## src/shared/fsp_defines.svh

```systemverilog
`ifndef FSP_DEFINES_SVH
`define FSP_DEFINES_SVH

// ----------------------------------------------------------------
// Register byte offsets
// ----------------------------------------------------------------
`define FSP_OFS_CTRL 4'h0
`define FSP_OFS_PTR 4'h4
`define FSP_OFS_SPACE 4'h8
`define FSP_OFS_STATUS 4'hC

// ----------------------------------------------------------------
// Control register field positions
// ----------------------------------------------------------------
`define FSP_BIT_WORDSEL 5
`define FSP_BIT_ERASE 4
`define FSP_BIT_ERR 3
`define FSP_BIT_WEN 2
`define FSP_BIT_START 1

// ----------------------------------------------------------------
// Space select and status field positions
// ----------------------------------------------------------------
`define FSP_BIT_MEMSEL 0
`define FSP_BIT_CFGSEL 1
`define FSP_BIT_BUSY 0

// ----------------------------------------------------------------
// Widths and reset values
// ----------------------------------------------------------------
`define FSP_PTR_W 22
`define FSP_PTR_RST 22'h000000
`define FSP_BYTES_WORD 7'h02
`define FSP_BYTES_ROW 7'h40

// ----------------------------------------------------------------
// Self-timed durations, in ns, and derived cycle counts
// ----------------------------------------------------------------
`define FSP_CLK_NS 20
`define FSP_ERASE_NS 2000
`define FSP_WORD_NS 400
`define FSP_ROW_NS 1600
`define FSP_ERASE_CYC ((`FSP_ERASE_NS + `FSP_CLK_NS - 1) / `FSP_CLK_NS)
`define FSP_WORD_CYC ((`FSP_WORD_NS + `FSP_CLK_NS - 1) / `FSP_CLK_NS)
`define FSP_ROW_CYC ((`FSP_ROW_NS + `FSP_CLK_NS - 1) / `FSP_CLK_NS)

`endif

```

## src/shared/fsp_pkg.sv

```systemverilog
`include "fsp_defines.svh"

package fsp_pkg;

  // ----------------------------------------------------------------
  // Sequencer states, Gray coded along the path
  // ----------------------------------------------------------------
  typedef enum logic [1:0] {
    FSP_IDLE = 2'b00,
    FSP_LAUNCH = 2'b01,
    FSP_WAIT = 2'b11,
    FSP_FINISH = 2'b10
  } fsp_state_e;

  // ----------------------------------------------------------------
  // Command toward the flash array
  // ----------------------------------------------------------------
  typedef struct packed {
    logic valid;
    logic erase;
    logic [6:0] bytes;
    logic [`FSP_PTR_W-1:0] addr;
  } fsp_cmd_s;

  // ----------------------------------------------------------------
  // Accepted bus access handed to the register file
  // ----------------------------------------------------------------
  typedef struct packed {
    logic wr;
    logic rd;
    logic [3:0] addr;
    logic [31:0] wdata;
  } fsp_bus_s;

endpackage

```

## src/rtl/fsp_avalon_slave.sv

```systemverilog
`timescale 1ns/1ps
`default_nettype none

module fsp_avalon_slave (
  // Clock and reset
  input wire logic clk,
  input wire logic sysRst,
  // Avalon-MM slave
  input wire logic [3:0] avs_address,
  input wire logic avs_read,
  input wire logic avs_write,
  input wire logic [31:0] avs_writedata,
  output logic [31:0] avs_readdata,
  output logic avs_waitrequest,
  // Register file side
  output fsp_pkg::fsp_bus_s busReq,
  input wire logic [31:0] rdWord
);

  // ----------------------------------------------------------------
  // Handshake
  // ----------------------------------------------------------------
  logic waitReq_r; // High except in the answering cycle
  logic [31:0] rdData_r; // Captured read word
  wire accept = (avs_read | avs_write) & waitReq_r;

  // One wait cycle per access; the answer cycle drops waitrequest
  always_ff @(posedge clk) begin
    if (sysRst) begin
      waitReq_r <= 1'b1;
      rdData_r <= 32'h00000000;
    end else begin
      waitReq_r <= ~accept;
      rdData_r <= (accept & avs_read) ? rdWord : 32'h00000000;
    end
  end

  // Strobes fire at the edge where the master sees waitrequest low
  assign busReq.wr = avs_write & ~waitReq_r;
  assign busReq.rd = avs_read & ~waitReq_r;
  assign busReq.addr = avs_address;
  assign busReq.wdata = avs_writedata;
  assign avs_readdata = rdData_r;
  assign avs_waitrequest = waitReq_r;

endmodule

`default_nettype wire

```

## src/rtl/fsp_op_timer.sv

```systemverilog
`timescale 1ns/1ps
`default_nettype none

module fsp_op_timer #(
  parameter int CNT_W = 16
) (
  // Clock and reset
  input wire logic clk,
  input wire logic sysRst,
  // Control
  input wire logic load,
  input wire logic [CNT_W-1:0] loadVal,
  // Status
  output logic done,
  output logic running
);

  // ----------------------------------------------------------------
  // Down counter
  // ----------------------------------------------------------------
  logic [CNT_W-1:0] count_r; // Cycles still to run
  logic done_r; // Completion pulse
  wire last = (count_r == {{(CNT_W-1){1'b0}}, 1'b1});

  // A zero load would hang, so it is treated as one cycle
  always_ff @(posedge clk) begin
    if (sysRst) begin
      count_r <= '0;
      done_r <= 1'b0;
    end else if (load) begin
      count_r <= (loadVal == '0) ? {{(CNT_W-1){1'b0}}, 1'b1} : loadVal;
      done_r <= 1'b0;
    end else begin
      done_r <= last;
      count_r <= (count_r == '0) ? count_r : count_r - {{(CNT_W-1){1'b0}}, 1'b1};
    end
  end

  assign done = done_r;
  assign running = (count_r != '0);

endmodule

`default_nettype wire

```

## src/rtl/fsp_flash_self_program.sv

```systemverilog
// Operation
// - Control bits sit at positions five to one
// - Bits 7, 6 and 0 read zero
// - Word select picks 2 or 64 bytes
// - Erase enable erases the pointed row
// - Erase enable clears after erase completes
// - Improper or reset-cut write sets error flag
// - Error flag zero after normal completion
// - Write enable low blocks all cycles
// - Start bit launches erase or write
// - Hardware clears start bit when finished
// - Software cannot clear the start bit
// - Space selects survive an error
//
// The implementer's own choices: register access over Avalon-MM and the placing of the registers.
`timescale 1ns/1ps
`default_nettype none
`include "fsp_defines.svh"

module fsp_flash_self_program #(
  parameter int PTR_W = `FSP_PTR_W,
  parameter int CNT_W = 16,
  parameter int ERASE_CYCLES = `FSP_ERASE_CYC,
  parameter int WORD_CYCLES = `FSP_WORD_CYC,
  parameter int ROW_CYCLES = `FSP_ROW_CYC
) (
  // Clock and reset
  input wire logic clk,
  input wire logic sysRst,
  // Avalon-MM slave
  input wire logic [3:0] avs_address,
  input wire logic avs_read,
  input wire logic avs_write,
  input wire logic [31:0] avs_writedata,
  output logic [31:0] avs_readdata,
  output logic avs_waitrequest,
  // Flash array side
  input wire logic flashAborted,
  output fsp_pkg::fsp_cmd_s flashCmd,
  output logic flashBusy
);

  // ----------------------------------------------------------------
  // Bus slave
  // ----------------------------------------------------------------
  fsp_pkg::fsp_bus_s busReq; // Accepted access
  logic [31:0] rdWord; // Word for the addressed register

  fsp_avalon_slave u_slave (
    .clk(clk),
    .sysRst(sysRst),
    .avs_address(avs_address),
    .avs_read(avs_read),
    .avs_write(avs_write),
    .avs_writedata(avs_writedata),
    .avs_readdata(avs_readdata),
    .avs_waitrequest(avs_waitrequest),
    .busReq(busReq),
    .rdWord(rdWord)
  );

  // ----------------------------------------------------------------
  // Register state
  // ----------------------------------------------------------------
  logic wordSel_r; // Word-wide program select
  logic rowErase_r; // Row erase enable
  logic errFlag_r; // Program error flag
  logic writeEn_r; // Program write enable
  logic start_r; // Start control, set-only
  logic memSel_r; // Memory space select
  logic cfgSel_r; // Configuration space select
  logic [PTR_W-1:0] tablePtr_r; // Table pointer
  logic postRst_r; // First cycle after reset release
  fsp_pkg::fsp_state_e state_r; // Sequencer state
  fsp_pkg::fsp_state_e state_nxt; // Next sequencer state
  fsp_pkg::fsp_cmd_s cmd_r; // Registered array command
  logic busy_r; // Operation in flight
  logic opErase_r; // Latched kind of the running cycle

  // ----------------------------------------------------------------
  // Address decode
  // ----------------------------------------------------------------
  function automatic logic hitReg(input logic [3:0] a, input logic [3:0] ofs);
    hitReg = (a == ofs);
  endfunction

  wire ctrlWr = busReq.wr & hitReg(busReq.addr, `FSP_OFS_CTRL);
  wire ptrWr = busReq.wr & hitReg(busReq.addr, `FSP_OFS_PTR);
  wire spaceWr = busReq.wr & hitReg(busReq.addr, `FSP_OFS_SPACE);
  wire [31:0] wd = busReq.wdata;

  // Start requested by software; a set while already running is a no-op
  wire startWr = ctrlWr & wd[`FSP_BIT_START] & ~start_r;
  // Enable bit as it stands after this write
  wire enNew = wd[`FSP_BIT_WEN];
  // Starting without write enable is an improper attempt
  wire improper = startWr & ~enNew;
  wire launchOk = startWr & enNew;
  // Cycle cut short by a reset, reported by the array after release
  wire resetCut = postRst_r & flashAborted;
  wire finishing = (state_r == fsp_pkg::FSP_FINISH);
  wire timerDone;

  // Mode bits are frozen while busy so the running cycle stays coherent
  wire modeWr = ctrlWr & ~busy_r;

  // ----------------------------------------------------------------
  // Read mux
  // ----------------------------------------------------------------
  wire [7:0] ctrlWord = {2'b00, wordSel_r, rowErase_r, errFlag_r, writeEn_r,
                         start_r, 1'b0};
  wire [31:0] ptrWord = {{(32-PTR_W){1'b0}}, tablePtr_r};
  wire [31:0] spaceWord = {30'h00000000, cfgSel_r, memSel_r};
  wire [31:0] statusWord = {29'h00000000, state_r, busy_r};

  // Unmapped offsets read as zero and ignore writes
  assign rdWord =
    hitReg(busReq.addr, `FSP_OFS_CTRL) ? {24'h000000, ctrlWord} :
    hitReg(busReq.addr, `FSP_OFS_PTR) ? ptrWord :
    hitReg(busReq.addr, `FSP_OFS_SPACE) ? spaceWord :
    hitReg(busReq.addr, `FSP_OFS_STATUS) ? statusWord :
    32'h00000000;

  // ----------------------------------------------------------------
  // Control register
  // ----------------------------------------------------------------
  // Mode and enable bits follow software writes
  always_ff @(posedge clk) begin
    if (sysRst) begin
      wordSel_r <= 1'b0;
      writeEn_r <= 1'b0;
    end else if (modeWr) begin
      wordSel_r <= wd[`FSP_BIT_WORDSEL];
      writeEn_r <= wd[`FSP_BIT_WEN];
    end
  end

  // Erase enable: software sets it, completion of an erase clears it
  always_ff @(posedge clk) begin
    if (sysRst) begin
      rowErase_r <= 1'b0;
    end else if (finishing & opErase_r) begin
      rowErase_r <= 1'b0;
    end else if (modeWr) begin
      rowErase_r <= wd[`FSP_BIT_ERASE];
    end
  end

  // Start bit: set only by software, cleared only by completion
  always_ff @(posedge clk) begin
    if (sysRst) begin
      start_r <= 1'b0;
    end else if (launchOk) begin
      start_r <= 1'b1;
    end else if (finishing) begin
      start_r <= 1'b0;
    end
  end

  // Error flag: hardware set wins over a software clear
  always_ff @(posedge clk) begin
    if (sysRst) begin
      errFlag_r <= 1'b0;
    end else if (improper | resetCut) begin
      errFlag_r <= 1'b1;
    end else if (finishing) begin
      errFlag_r <= 1'b0;
    end else if (ctrlWr) begin
      errFlag_r <= wd[`FSP_BIT_ERR];
    end
  end

  // Reset-release marker for catching an interrupted cycle
  always_ff @(posedge clk) begin
    if (sysRst) begin
      postRst_r <= 1'b1;
    end else begin
      postRst_r <= 1'b0;
    end
  end

  // ----------------------------------------------------------------
  // Pointer and space selects
  // ----------------------------------------------------------------
  // The pointer is held steady while the array uses it
  always_ff @(posedge clk) begin
    if (sysRst) begin
      tablePtr_r <= `FSP_PTR_RST;
    end else if (ptrWr & ~busy_r) begin
      tablePtr_r <= wd[PTR_W-1:0];
    end
  end

  // Errors never touch these, so the failing target stays visible
  always_ff @(posedge clk) begin
    if (sysRst) begin
      memSel_r <= 1'b0;
      cfgSel_r <= 1'b0;
    end else if (spaceWr) begin
      memSel_r <= wd[`FSP_BIT_MEMSEL];
      cfgSel_r <= wd[`FSP_BIT_CFGSEL];
    end
  end

  // ----------------------------------------------------------------
  // Sequencer
  // ----------------------------------------------------------------
  // Idle waits for start, launch issues, wait runs the timer
  always_comb begin
    state_nxt = state_r;
    case (state_r)
      fsp_pkg::FSP_IDLE: begin
        if (start_r) begin
          state_nxt = fsp_pkg::FSP_LAUNCH;
        end
      end
      fsp_pkg::FSP_LAUNCH: begin
        state_nxt = fsp_pkg::FSP_WAIT;
      end
      fsp_pkg::FSP_WAIT: begin
        if (timerDone) begin
          state_nxt = fsp_pkg::FSP_FINISH;
        end
      end
      default: begin
        state_nxt = fsp_pkg::FSP_IDLE;
      end
    endcase
  end

  wire launching = (state_r == fsp_pkg::FSP_LAUNCH);
  wire [CNT_W-1:0] eraseLen = CNT_W'(ERASE_CYCLES);
  wire [CNT_W-1:0] wordLen = CNT_W'(WORD_CYCLES);
  wire [CNT_W-1:0] rowLen = CNT_W'(ROW_CYCLES);
  // Duration follows the kind of cycle
  wire [CNT_W-1:0] opLen = rowErase_r ? eraseLen : (wordSel_r ? wordLen : rowLen);
  wire [6:0] opBytes = wordSel_r ? `FSP_BYTES_WORD : `FSP_BYTES_ROW;

  // State, busy and latched kind
  always_ff @(posedge clk) begin
    if (sysRst) begin
      state_r <= fsp_pkg::FSP_IDLE;
      busy_r <= 1'b0;
      opErase_r <= 1'b0;
    end else begin
      state_r <= state_nxt;
      // Start is still high in the finish cycle, so it must not hold busy up
      busy_r <= (state_nxt != fsp_pkg::FSP_IDLE) | (start_r & ~finishing) | launchOk;
      if (launching) begin
        opErase_r <= rowErase_r;
      end
    end
  end

  // One-cycle command pulse to the array
  always_ff @(posedge clk) begin
    if (sysRst) begin
      cmd_r <= '0;
    end else begin
      cmd_r.valid <= launching;
      cmd_r.erase <= launching & rowErase_r;
      cmd_r.bytes <= launching ? opBytes : 7'h00;
      cmd_r.addr <= launching ? tablePtr_r : '0;
    end
  end

  // ----------------------------------------------------------------
  // Self timing
  // ----------------------------------------------------------------
  fsp_op_timer #(
    .CNT_W(CNT_W)
  ) u_timer (
    .clk(clk),
    .sysRst(sysRst),
    .load(launching),
    .loadVal(opLen),
    .done(timerDone),
    .running()
  );

  assign flashCmd = cmd_r;
  assign flashBusy = busy_r;

  // ----------------------------------------------------------------
  // Checks
  // ----------------------------------------------------------------
  a_unimpl_zero: assert property (@(posedge clk) disable iff (sysRst)
    (busReq.rd && busReq.addr == `FSP_OFS_CTRL) |->
      (avs_readdata[7:6] == 2'b00 && avs_readdata[0] == 1'b0))
    else $error("unimplemented control bits read nonzero");

  a_layout_mode: assert property (@(posedge clk) disable iff (sysRst)
    modeWr |=> (wordSel_r == $past(wd[5]) && writeEn_r == $past(wd[2])))
    else $error("control bits not at their positions");

  a_byte_count: assert property (@(posedge clk) disable iff (sysRst)
    launching |=> (flashCmd.bytes == ($past(wordSel_r) ? 7'h02 : 7'h40)))
    else $error("programmed byte count wrong");

  a_erase_kind: assert property (@(posedge clk) disable iff (sysRst)
    flashCmd.valid |-> (flashCmd.erase == $past(rowErase_r)))
    else $error("erase versus write chosen wrongly");

  a_erase_clear: assert property (@(posedge clk) disable iff (sysRst)
    (finishing && opErase_r) |=> !rowErase_r)
    else $error("erase enable not cleared after erase");

  a_write_only: assert property (@(posedge clk) disable iff (sysRst)
    (launching && !rowErase_r) |=> (flashCmd.valid && !flashCmd.erase))
    else $error("erase issued without erase enable");

  a_improper_err: assert property (@(posedge clk) disable iff (sysRst)
    improper |=> (errFlag_r && !start_r && !flashCmd.valid))
    else $error("improper start not flagged");

  a_done_noerr: assert property (@(posedge clk) disable iff (sysRst)
    (finishing && !resetCut && !improper) |=> !errFlag_r)
    else $error("error flag set after normal completion");

  a_enable_gate: assert property (@(posedge clk) disable iff (sysRst)
    $rose(start_r) |-> $past(enNew && ctrlWr))
    else $error("cycle started without write enable");

  a_start_launch: assert property (@(posedge clk) disable iff (sysRst)
    $rose(start_r) |-> ##2 (flashCmd.valid && flashBusy))
    else $error("start did not launch a cycle");

  a_start_clear: assert property (@(posedge clk) disable iff (sysRst)
    timerDone |=> finishing ##1 (!start_r && !flashBusy))
    else $error("start bit not cleared at completion");

  a_set_only: assert property (@(posedge clk) disable iff (sysRst)
    (start_r && !finishing) |=> start_r)
    else $error("start bit cleared by software");

  a_space_kept: assert property (@(posedge clk) disable iff (sysRst)
    ($rose(errFlag_r) && !$past(spaceWr)) |-> ($stable(memSel_r) && $stable(cfgSel_r)))
    else $error("space selects changed on error");

endmodule

`default_nettype wire

```

## config.mk

```make
export PLATFORM = sky130hd
export DESIGN_NAME = fsp_flash_self_program
export DESIGN_NICKNAME = d
export VERILOG_FILES = /design/src/shared/fsp_pkg.sv /design/src/rtl/fsp_avalon_slave.sv /design/src/rtl/fsp_op_timer.sv /design/src/rtl/fsp_flash_self_program.sv
export VERILOG_INCLUDE_DIRS = /design/src /design/src/shared
export SDC_FILE = /design/constraint.sdc
export NUM_CORES = 1
export LEC_CHECK = 0
export ABC_AREA = 1
export BUFFER_PORTS_ARGS = -buffer_cell sky130_fd_sc_hd__buf_2
export CORE_MARGIN = 5
export CORE_UTILIZATION = 46
export DETAILED_ROUTE_END_ITERATION = 7
export PLACE_DENSITY = 0.75
export SLEW_MARGIN = 10
export SYNTH_ARGS = -nofsm -noshare
export SYNTH_HDL_FRONTEND = slang
export SYNTH_SLANG_ARGS = --single-unit
export TNS_END_PERCENT = 10
```

## constraint.sdc

```tcl
create_clock -name clk -period 1.5 [get_ports clk]
set_clock_uncertainty 0.2 [all_clocks]
set_input_delay 0.075 -clock clk [delete_from_list [all_inputs] [get_ports clk]]
set_output_delay 0.075 -clock clk [all_outputs]
set_load 0.05 [all_outputs]
```

== After elaboration in Yosys (flattened, before gate mapping) ==
Index checks and enable logic that the tools add are counted.

* Output and inout bits: 65
* Word-level logic and storage cells: 91
* Input port bits: 41
* Register bits after elaboration: 115

* Reduce and logical (&&, ||, !) cells: 13
* Add/sub/neg operators: 1
* Bitwise logic cells: 28
* Eq/ne operators: 8
* Muxes and demuxes: 19

{| class="wikitable"
|+ Operators by type and width
! kind !! number
|-
| $logic_not A16 Y1 || 2
|-
| $mux W16 || 2
|-
| $mux W7 || 4
|-
| $mux W22 || 1
|-
| $and A1 B1 Y1 || 16
|-
| $eq A16 B1 Y1 const B || 1
|-
| $sub A16 B1 Y16 const B || 1
|-
| $eq A4 B4 Y1 const B || 2
|-
| $not A1 Y1 || 8
|-
| $reduce_or A2 Y1 || 4
|-
| $mux W1 || 6
|-
| $mux W3 || 2
|-
| $mux W6 || 1
|-
| $pmux W2 S3 || 1
|-
| $reduce_or A5 Y1 || 1
|-
| $eq A2 B2 Y1 const B || 2
|-
| $eq A4 B3 Y1 const B || 1
|-
| $logic_not A4 Y1 || 1
|-
| $mux W2 || 2
|-
| $or A1 B1 Y1 || 4
|-
| $reduce_bool A2 Y1 || 2
|-
| $reduce_bool A3 Y1 || 1
|-
| $reduce_or A3 Y1 || 1
|-
| $eq A2 B1 Y1 const B || 1
|-
| 2 further kinds || 2
|}

== Logic depth before layout (Yosys ltp) ==
Gate-level depths: netlist of the first run.

* Depth after elaboration: 8
* Gate-level depth with buffers: 9
* Mapped depth without buffers: 9

== Cells and area by module ==
A second synthesis of the first run with hierarchy kept.

* Cells, all modules: 600
* Area, all modules: 4705.8 um^2

{| class="wikitable"
|+ By module, submodules not included
! module !! sequential area each (um^2) !! cells an instance !! area an instance (um^2) !! times used
|-
| fsp_flash_self_program || 1201.2 || 266 || 2178.3 || 1
|-
| fsp_avalon_slave || 660.6 || 144 || 1340.0 || 1
|-
| fsp_op_timer || 340.3 || 190 || 1187.4 || 1
|}

== Worst setup path before layout of the first run ==
Ideal clock, no wire load.

* Path kind: register to register
* From: register u_slave.waitReq_r (netlist: u_slave.avs_waitrequest)
* To: register tablePtr_r[10]
* Path buffers: 1
* Data arrival time: 1.370 ns
* Data required time: 1.184 ns
* Slack: -0.186 ns
* Cell stages (with the launch flop): 7
* Cells stage by stage: dfxtp_1 nor2_4 nand3_4 clkinv_2 buf_6 o21ai_0 nor2_1

* Longest elaborated chain between the ends: 4

{| class="wikitable"
|+ RTL lines
! element !! line !! text
|-
| start, declared || fsp_avalon_slave.sv:23 || <nowiki>logic waitReq_r;</nowiki>
|-
| start signal, assigned || fsp_avalon_slave.sv:33 || <nowiki>waitReq_r <= ~accept;</nowiki>
|-
| $not A1 Y1 || fsp_avalon_slave.sv:39 || <nowiki>assign busReq.wr = avs_write & ~waitReq_r;</nowiki>
|-
| $and A1 B1 Y1 || fsp_avalon_slave.sv:39 ||
|-
| $and A1 B1 Y1 || fsp_flash_self_program.sv:88 || <nowiki>wire ptrWr = busReq.wr & hitReg(busReq.addr, `FSP_OFS_PTR);</nowiki>
|-
| $and A1 B1 Y1 || fsp_flash_self_program.sv:189 || <nowiki>end else if (ptrWr & ~busy_r) begin</nowiki>
|-
| end signal, assigned || fsp_flash_self_program.sv:188 || <nowiki>tablePtr_r <= `FSP_PTR_RST;</nowiki>
|-
| end signal, assigned || fsp_flash_self_program.sv:190 || <nowiki>tablePtr_r <= wd[PTR_W-1:0];</nowiki>
|-
| end, declared || fsp_flash_self_program.sv:72 || <nowiki>logic [PTR_W-1:0] tablePtr_r;</nowiki>
|}

Every way passes these cells.
A chain may end at the register's enable or synchronous reset.

== Worst setup path after layout of the first run ==
* From: register u_timer.count_r[4]
* To: register u_timer.count_r[11]

* Longest elaborated chain between the ends: 3
* Elaborated cells between the ends (all ways): 5
* Those cells by class: add/sub: 1; eq/ne: 1; mux: 2; reduce/logical: 1

{| class="wikitable"
|+ RTL lines
! element !! line !! text
|-
| start, declared || fsp_op_timer.sv:21 || <nowiki>logic [CNT_W-1:0] count_r;</nowiki>
|-
| start signal, assigned || fsp_op_timer.sv:31 || <nowiki>count_r <= (loadVal == '0) ? {{(CNT_W-1){1'b0}}, 1'b1} : loadVal;</nowiki>
|-
| start signal, assigned || fsp_op_timer.sv:35 || <nowiki>count_r <= (count_r == '0) ? count_r : count_r - {{(CNT_W-1){1'b0}}, 1'b1};</nowiki>
|-
| $sub A16 B1 Y16 || fsp_op_timer.sv:35 ||
|-
| $mux W16 || fsp_op_timer.sv:35 ||
|-
| $mux W16 || fsp_op_timer.sv:30 || <nowiki>end else if (load) begin</nowiki>
|}

Several ways; a longest one is shown, not always the timed one. The select of a mux whose other input is x is not followed.

==> flow_metrics.env, run 1 <==
export IMPL_grt_pass1_wl_um=15200
export IMPL_post_route_period_util=1.04
export IMPL_max_stage_delay_ps=350
export IMPL_grt_max_degree=23
export IMPL_synth_area_per_cell_sq_um=7.92
export IMPL_fin_setup_tns_ps=-474
export IMPL_synth_top_area_cell="dfxtp_1"
export IMPL_fmax_mhz=640
export IMPL_grt_overflow=0
export IMPL_reg2reg_slack_ps=-60
export IMPL_max_cap_violations=0
export IMPL_ir_drop_uv=928
export IMPL_reg2reg_depth=9
export IMPL_synthToLayoutAreaGrowth_pct=36.0
export IMPL_grt_pass1_vias=3357
export IMPL_synth_area_leaders="dfxtp_1 (53%), nor2_1 (13%), nand2_1 (5.9%)"
export IMPL_ff_latch_area_sq_mm=0.00201
export IMPL_drt_iter0_markers=138
export IMPL_timing_final_crit_period_ps=1560
export IMPL_rsz0062_at_grt="yes"
export IMPL_worst_ep_arrival_time_ps=1630
export IMPL_netlist_instances=477
export IMPL_antenna_found_initial=0
export IMPL_fp_dieW_um=101
export IMPL_std_cell_rows=33
export IMPL_grt_total_usage=0.184
export IMPL_start_util=0.467
export IMPL_n_antenna_cell=0
export IMPL_final_area_sq_mm=0.00514
export IMPL_clock_sinks=100
export IMPL_yosysTopAreaCellShare=0.530
export IMPL_post_drt_via_cell_ratio=4.66
export IMPL_cts_tree="done"
export IMPL_end_kind="register"
export IMPL_detail_route_wl_per_cell_um=12.5
export IMPL_port_buffers=80
export IMPL_powerDensity_mw_per_mm2=1350
export IMPL_syn_area_sq_mm=0.00378
export IMPL_routabilityCongestion=0.876
export IMPL_final_core_util=0.635
export IMPL_io_pins=106
export IMPL_yosys_warnings=0
export IMPL_status="complete, but fails checks"
export IMPL_ys_seq_area_frac=0.530
export IMPL_drc=0
export IMPL_drv_slew=0
export IMPL_rr_endpoint="u_timer.count_r[11]"
export IMPL_drive_gt1_frac=0.294
export IMPL_synth_cell_types=35
export IMPL_synth_seq_cells=100
export IMPL_vias=3445
export IMPL_final_cell_mix="nor2_1 (120), dfxtp_1 (93), buf_2 (80), nand2_1 (54), inv_1 (53)"
export IMPL_h_tree_depth=3
export IMPL_min_path_type="in2reg"
export IMPL_place_area_sq_mm=0.00447
export IMPL_final_nets=673
export IMPL_start_kind="register"
export IMPL_finalPower_mw=6.92
export IMPL_dp_hpwl_um=6470
export IMPL_cp_slowest_cell="dfxtp_1"
export IMPL_path_cells="nor2_1 > nand2_1 > nor2_4 > buf_6 > nand2_4 > nand3_2 > nand2_2 > nand2_1 > nor2_1"
export IMPL_violations="hold timing, setup timing"
export IMPL_crit_end="u_timer.count_r[11]"
export IMPL_finalWirelength_um=9250
export IMPL_clkLatencyLatePin_ps=360
export IMPL_drt_antenna_violating_nets=0
export IMPL_cts_buffer_depth=2
export IMPL_cp_required_ps=1560
export IMPL_fin_ws_ps=-62.0
export IMPL_drt_pre_antenna_iters=4
export IMPL_holdWs_ps=-14.7
export IMPL_finalSetupViolations=12
export IMPL_path_class="reg2reg"
export IMPL_multiInputGateArea_sq_mm=0.00151
export IMPL_dieArea_sq_mm=0.0101
export IMPL_crit_fanout=6
export IMPL_fill_cells=676
export IMPL_clock_root_buffer="clkbuf_8"
export IMPL_clk_pin_slew_worst_paths_ps=100
export IMPL_regToRegStartpoint="u_timer.count_r[4]"
export IMPL_core_area_sq_mm=0.00809
export IMPL_cp_startpoint="u_timer.count_r[4]"
export IMPL_cts_buffers=9
export IMPL_cts_hold_buf=32
export IMPL_p_leak_nw=2.40
export IMPL_final_common_cell="nor2_1"
export IMPL_hold_viol=3
export IMPL_fp_dieH_um=101
## state kept, by name (all words and copies together) (netlist names), 2 cells and up
| name | flops |
|---|---|
| flashCmd | 26 |
| tablePtr_r | 22 |
| u_slave.avs_readdata | 22 |
| u_timer.count_r | 16 |
| state_r | 2 |
## power breakdown
part / internal, mW / switching [mW] / total, mW
Combinational: 1.05 / 1.31 / 2.36
Sequential: 2.82 / 0.142 / 2.97
Clock: 0.630 / 0.959 / 1.59
## cell families after synthesis
| group | Yosys count | synth area share |
|---|---|---|
| buffers and inverters | 88 | 0.111 |
| adder cells (fa/ha/maj) | 2 | 0.00662 |
| AO/OA/AOI/OAI | 54 | 0.0781 |
| AND/OR/NAND/NOR | 229 | 0.267 |
| flip-flops | 100 | 0.530 |
| XOR/XNOR | 3 | 0.00695 |
| other | 1 | 0.000992 |
## worst max-delay path, delay by kind of cell (launching register included)
family        cells  cell delay (ps)
buf+inv           1              140
simple gates      8              800
flops             1              350
## how the worst min path moves through the flow
stage	slack (ps)	end	cells after the start	start
global placement	100	tablePtr_r[8]	3	avs_writedata[8]
global route	-30	u_slave.avs_readdata[3]	5	avs_address[0]
floorplan	-100	postRst_r	0	sysRst
CTS	-40	u_slave.avs_readdata[0]	5	avs_address[0]
detailed placement	110	tablePtr_r[8]	3	avs_writedata[8]
finish	-10	u_slave.avs_readdata[3]	5	avs_address[0]
## routing by layer
layer / up-vias / wire length (um) / GRT usage
li1: 1763 / - / -
met1: 1561 / 3830 / 0.235
met2: 106 / 4550 / 0.310
met3: 15 / 720 / 0.0443
met4: 0 / 144 / 0.0508
met5: - / 0 / 0
## Yosys cell counts (all sizes together)
cell / number
nor3b: 1
dfxtp: 100
conb: 1
o32ai: 3
clkbuf: 4
o22ai: 1
nand3: 18
nor3: 2
buf: 24
nand2: 61
or2: 2
a21oi: 17
o211ai: 3
nand4: 8
ha: 2
nor4: 1
o21ai: 28
nor2: 136
clkinv: 1
a211oi: 2
inv: 59
xor2: 3
## cell type report
class                           count  share of cell area
Inverter                           60              0.0443
Sequential cell                   100               0.391
Clock inverter                      7              0.0112
Tap cell                          105              0.0256
Clock buffer                        9              0.0241
Timing Repair Buffer              155               0.211
Multi-Input combinational cell    304               0.293
## through the flow
step	std cells	setup slack [ps]	hold WS (ps)
finish	740	-62.0	-14.7
global route	740	-152	-30.9
CTS	733	-9.32	-42.9
detailed placement	684	-55.7	106
global placement	684	1.66	97.8
floorplan	491	-111	-97.3
## repair_timing
action | 4_1_cts | 5_1_grt
setup endpoints to repair | 25 | 70
pin swaps | 7 | 9
gates cloned | 1 | 0
setup buffers | 0 | 7
endpoints found under the hold margin | 62 | 2
resized for setup | 12 | 30
(Power assumes the default switching activity.)
==> run 2: changes to the inputs <==
--- a/config.mk
+++ b/config.mk
@@ -6,14 +6,15 @@
 export SDC_FILE = /design/constraint.sdc
 export NUM_CORES = 1
 export LEC_CHECK = 0
-export ABC_AREA = 1
+export ABC_AREA = 0
 export BUFFER_PORTS_ARGS = -buffer_cell sky130_fd_sc_hd__buf_2
 export CORE_MARGIN = 5
-export CORE_UTILIZATION = 46
+export CORE_UTILIZATION = 49
 export DETAILED_ROUTE_END_ITERATION = 7
-export PLACE_DENSITY = 0.75
+export PLACE_DENSITY = 0.77
 export SLEW_MARGIN = 10
 export SYNTH_ARGS = -nofsm -noshare
 export SYNTH_HDL_FRONTEND = slang
+export SYNTH_HIERARCHICAL = 1
 export SYNTH_SLANG_ARGS = --single-unit
 export TNS_END_PERCENT = 10
==> flow_metrics.env, run 2 <==
export IMPL_core_area_sq_mm=0.00881
export IMPL_drc=0
export IMPL_finalPower_mw=7.95
export IMPL_final_common_cell="dfxtp_1"
export IMPL_grt_max_degree=33
export IMPL_finalNonFillerCells=755
export IMPL_drt_antenna_violating_nets=0
export IMPL_clk_pin_slew_worst_paths_ps=100
export IMPL_rsz0062_at_grt="yes"
export IMPL_cts_buffer_depth=2
export IMPL_drv_slew=0
export IMPL_end_kind="register"
export IMPL_drive_gt1_frac=0.326
export IMPL_post_route_period_util=1.39
export IMPL_io_pins=106
export IMPL_violations="setup timing"
export IMPL_final_core_util=0.674
export IMPL_crit_fanout=5
export IMPL_powerDensity_mw_per_mm2=1340
export IMPL_cp_required_ps=1570
export IMPL_seqPwrFrac=0.408
export IMPL_clock_root_buffer="clkbuf_8"
export IMPL_ir_drop_uv=714
export IMPL_intPower_mw=5.41
export IMPL_routabilityCongestion=0.912
export IMPL_p_leak_nw=2.76
export IMPL_synthToLayoutAreaGrowth_pct=32.7
export IMPL_hold_viol=0
export IMPL_placed_cells=708
export IMPL_grt_total_usage=0.205
export IMPL_n_antenna_cell=0
export IMPL_drt_iter0_markers=219
export IMPL_drt_pre_antenna_iters=5
export IMPL_finalSetupViolations=45
export IMPL_clock_sinks=110
export IMPL_fmax_mhz=479
export IMPL_cts_buffers=9
export IMPL_h_tree_depth=3
export IMPL_detail_route_wl_per_cell_um=15.1
export IMPL_clockPowerShare=0.229
export IMPL_clkLatencyLatePin_ps=370
export IMPL_start_kind="register"
export IMPL_start_util=0.508
export IMPL_crit_buf_inv=0
export IMPL_max_cap_violations=0
export IMPL_path_cells="or4_4 > or2_4 > or4_4 > xor2_1 > o21ai_2"
export IMPL_crit_top_cell="or4_4"
export IMPL_antenna_found_initial=0
export IMPL_syn_area_sq_mm=0.00447
export IMPL_vias=3866
export IMPL_synth_area_per_cell_sq_um=9.44
export IMPL_crit_family="simple AND/OR/NAND/NOR gates"
export IMPL_p_sw_mw=2.54
export IMPL_fill_cells=664
export IMPL_min_path_type="in2reg"
export IMPL_grt_pass1_wl_um=18600
export IMPL_worst_ep_arrival_time_ps=2150
export IMPL_largest_register_ffs=32
export IMPL_fin_setup_tns_ps=-14130
export IMPL_dp_hpwl_um=7630
export IMPL_max_stage_delay_ps=530
export IMPL_netlist_instances=474
export IMPL_fin_ws_ps=-586
export IMPL_fp_dieH_um=106
export IMPL_grt_pass1_vias=3916
export IMPL_fp_dieW_um=106
export IMPL_std_cell_rows=34
export IMPL_final_cell_mix="dfxtp_1 (103), buf_2 (89), buf_4 (53), and2_1 (49), conb_1 (39)"
export IMPL_port_buffers=90
export IMPL_finalWirelength_um=11400
export IMPL_cts_tree="done"
export IMPL_dieArea_sq_mm=0.0111
export IMPL_p_sw_frac=0.320
export IMPL_post_drt_via_cell_ratio=5.12
export IMPL_pwr_share_comb=0.363
export IMPL_grt_overflow=0
export IMPL_timing_final_crit_period_ps=2090
export IMPL_final_nets=685
export IMPL_yosys_warnings=6
export IMPL_status="complete, but fails checks"
export IMPL_cp_slowest_cell="or4_4"
export IMPL_path_class="reg2reg"
-- run 2: power by group through the flow --
stage / Clock, mW / Combinational, mW / Sequential [mW]
5_1_grt: 2.01 / 3.08 / 3.27
4_1_cts: 1.85 / 2.59 / 3.24
2_1_floorplan: 0 / 1.34 / 3.38
3_3_place_gp: 0 / 2.22 / 3.28
6_report: 1.82 / 2.89 / 3.24
3_5_place_dp: 0 / 2.29 / 3.30
-- run 2: layout make-up --
cell class,instances,area (sq um),share of cell area
Clock buffer,11,163,0.0274
Clock inverter,5,47.5,0.00801
Inverter,8,30.0,0.00506
Multi-Input combinational cell,336,2140,0.361
Sequential cell,110,2210,0.373
Tap cell,108,135,0.0228
Timing Repair Buffer,177,1210,0.203
-- run 2: final timing paths --
kind,endpoint,slack [ps],startpoint,cells after the start
max,u_timer/count_r[11],-590,u_timer/count_r[0],5
min,errFlag_r,40,avs_address[0],5
max reg2reg,u_timer/count_r[11],-590,u_timer/count_r[0],5
min reg2reg,rowErase_r,280,opErase_r,1
-- run 2: metrics by stage --
step                area (sq um)  hold WS (ps)  setup WS (ps)
finish                      5940          38.0           -586
global route                5940          45.6           -632
CTS                         5840          9.34           -597
detailed placement          5270           108           -625
global placement            5270           102           -596
floorplan                   4630         -97.3           -567
-- run 2: routing by layer --
| layer | wire length [um] | global-route usage |
|---|---|---|
| met1 | 4660 | 0.241 |
| met4 | 255 | 0.0675 |
| met5 | 0 | 0 |
| met3 | 728 | 0.0562 |
| met2 | 5740 | 0.361 |
-- run 2: worst min-delay path, stage by stage --
cell and delay, ps:
buf_2 90, buf_4 150, nor3b_2 80, nand2_1 70, o211ai_1 90
-- run 2: what timing repair did --
action	4_1_cts	5_1_grt
setup buffers	0	1
hold buffers	30	0
pin swaps	16	4
gates resized for setup	19	22
hold endpoints to repair	44	0
endpoints found under the setup margin	48	85
==> run 3: changes to the inputs <==
--- a/config.mk
+++ b/config.mk
@@ -8,9 +8,9 @@
 export LEC_CHECK = 0
 export ABC_AREA = 0
 export BUFFER_PORTS_ARGS = -buffer_cell sky130_fd_sc_hd__buf_2
-export CORE_MARGIN = 5
 export CORE_UTILIZATION = 49
 export DETAILED_ROUTE_END_ITERATION = 7
+export MAX_ROUTING_LAYER = met4
 export PLACE_DENSITY = 0.77
 export SLEW_MARGIN = 10
 export SYNTH_ARGS = -nofsm -noshare
==> flow_metrics.env, run 3 (synthesized netlist as in run 2, its figures left out) <==
export IMPL_fin_setup_tns_ps=-14660
export IMPL_dp_hpwl_um=7330
export IMPL_drt_antenna_violating_nets=0
export IMPL_violations="setup timing"
export IMPL_crit_end="u_timer/count_r[11]"
export IMPL_n_antenna_cell=0
export IMPL_synthToLayoutAreaGrowth_pct=33.0
export IMPL_powerDensity_mw_per_mm2=1340
export IMPL_fp_dieH_um=97.5
export IMPL_status="complete, but fails checks"
export IMPL_path_class="reg2reg"
export IMPL_cp_slowest_cell="or4_4"
export IMPL_finalPower_mw=7.98
export IMPL_final_core_util=0.679
export IMPL_clock_root_buffer="clkbuf_8"
export IMPL_antenna_found_initial=0
export IMPL_final_nets=692
export IMPL_grt_pass1_wl_um=17300
export IMPL_hold_viol=0
export IMPL_finalWirelength_um=10800
export IMPL_top_usage_layer="met2"
export IMPL_cts_buffer_depth=2
export IMPL_grt_pass1_vias=3743
export IMPL_crit_buf_inv=0
export IMPL_post_drt_via_cell_ratio=5.02
export IMPL_post_route_period_util=1.40
export IMPL_grt_util_met1=0.266
export IMPL_routabilityCongestion=0.860
export IMPL_min_path_type="in2reg"
export IMPL_drt_iter0_markers=158
export IMPL_max_stage_delay_ps=550
export IMPL_drc=0
export IMPL_placed_cells=714
export IMPL_timing_final_crit_period_ps=2100
export IMPL_met3_usage=0.0403
export IMPL_start_kind="register"
export IMPL_rsz0062_at_grt="yes"
export IMPL_core_area_sq_mm=0.00876
export IMPL_fin_ws_ps=-602
export IMPL_worstMarginPinSlew_ps=752
export IMPL_finalSetupViolations=48
export IMPL_crit_fanout=4
export IMPL_grt_overflow=0
export IMPL_grt_total_usage=0.232
export IMPL_fp_dieW_um=97.5
export IMPL_dieArea_sq_mm=0.00952
export IMPL_cp_required_ps=1580
export IMPL_clkLatencyLatePin_ps=370
export IMPL_pre_cts_ws_ps=-613
export IMPL_start_util=0.510
export IMPL_end_kind="register"
export IMPL_largest_register_ffs=32
export IMPL_detail_route_wl_per_cell_um=14.1
export IMPL_drt_pre_antenna_iters=5
export IMPL_clk_pin_slew_worst_paths_ps=110
export IMPL_finalNonFillerCells=762
export IMPL_reg2reg_depth=5
export IMPL_crit_family="simple AND/OR/NAND/NOR gates"
export IMPL_clock_sinks=110
export IMPL_vias=3823
export IMPL_io_pins=106
export IMPL_cts_tree="done"
export IMPL_drive_gt1_frac=0.324
export IMPL_h_tree_depth=3
export IMPL_cp_startpoint="u_timer/count_r[6]"
export IMPL_cp_depth=5
export IMPL_grt_max_degree=33
export IMPL_crit_top_cell="or4_4"
export IMPL_worst_ep_arrival_time_ps=2180
export IMPL_fill_cells=682
export IMPL_max_slew_margin_rel=0.498
export IMPL_max_cap_violations=0
export IMPL_final_common_cell="dfxtp_1"
export IMPL_port_buffers=90
export IMPL_cts_buffers=9
export IMPL_drv_slew=0
export IMPL_gr_usage_met2=0.401
export IMPL_reg2reg_slack_ps=-600
export IMPL_p_leak_nw=2.78
export IMPL_fmax_mhz=476
export IMPL_std_cell_rows=34
export IMPL_path_cells="or4_4 > or2_4 > or4_4 > xor2_1 > o21ai_2"
export IMPL_rr_endpoint="u_timer/count_r[11]"
export IMPL_final_cell_mix="dfxtp_1 (104), buf_2 (90), buf_4 (60), and2_1 (49), conb_1 (39)"
export IMPL_regToRegStartpoint="u_timer/count_r[6]"
export IMPL_ir_drop_uv=748
run 3: cell types whose count changed in the layout (fill, tap and decap cells not counted), moves of 2 or more:
cell,change
buf_4,+7
inv_6,-2
inv_8,+2
o21ai_0,-5
o21ai_1,+4
run 3: report_power, final:
part	total (mW)	internal, mW	switching [mW]
Sequential	3.24	3.12	0.120
Combinational	2.97	1.61	1.36
Clock	1.76	0.662	1.10
run 3: final cells by class:
type / instances / area [sq um] / share of cell area
Clock buffer: 9 / 124 / 0.0208
Inverter: 8 / 30.0 / 0.00505
Tap cell: 108 / 135 / 0.0227
Multi-Input combinational cell: 336 / 2100 / 0.354
Sequential cell: 110 / 2210 / 0.372
Timing Repair Buffer: 184 / 1270 / 0.213
Clock inverter: 7 / 77.6 / 0.0130
run 3: timing repair:
item | 4_1_cts | 5_1_grt
pin swaps | 17 | 9
gates resized for setup | 18 | 20
setup buffers | 1 | 1
cloned | 0 | 0
hold endpoints to repair | 40 | 0
hold buffers | 30 | 0
setup endpoints to repair | 47 | 49
run 3: worst min path at each step:
stage	slack, ps	cells after the start	startpoint	endpoint
floorplan	-100	0	sysRst	postRst_r
global placement	80	2	avs_write	u_slave/avs_waitrequest
detailed placement	90	2	avs_write	u_slave/avs_waitrequest
CTS	30	4	avs_address[2]	rowErase_r
global route	70	5	avs_address[0]	u_slave/avs_readdata[0]
finish	50	4	avs_address[2]	rowErase_r
run 3: tightest hold or removal path, delay by kind of cell:
kind	cells	cell delay, ps
AO/OA/AOI/OAI	2	230
buffers and inverters	1	190
AND/OR/NAND/NOR	1	80
run 3: per-layer routing:
metal	vias to the layer above	routed length, um	part of all wire
met5	-	0	0
li1	1905	-	-
met4	0	229	0.021
met2	115	5340	0.50
met3	21	479	0.045
met1	1782	4710	0.44
run 3: metrics by stage:
| step | instance area, sq um | hold slack (ps) |
|---|---|---|
| floorplan | 4630 | -97.3 |
| global placement | 5310 | 82.7 |
| CTS | 5880 | 29.9 |
| detailed placement | 5310 | 92.3 |
| finish | 5950 | 54.7 |
| global route | 5950 | 75.0 |
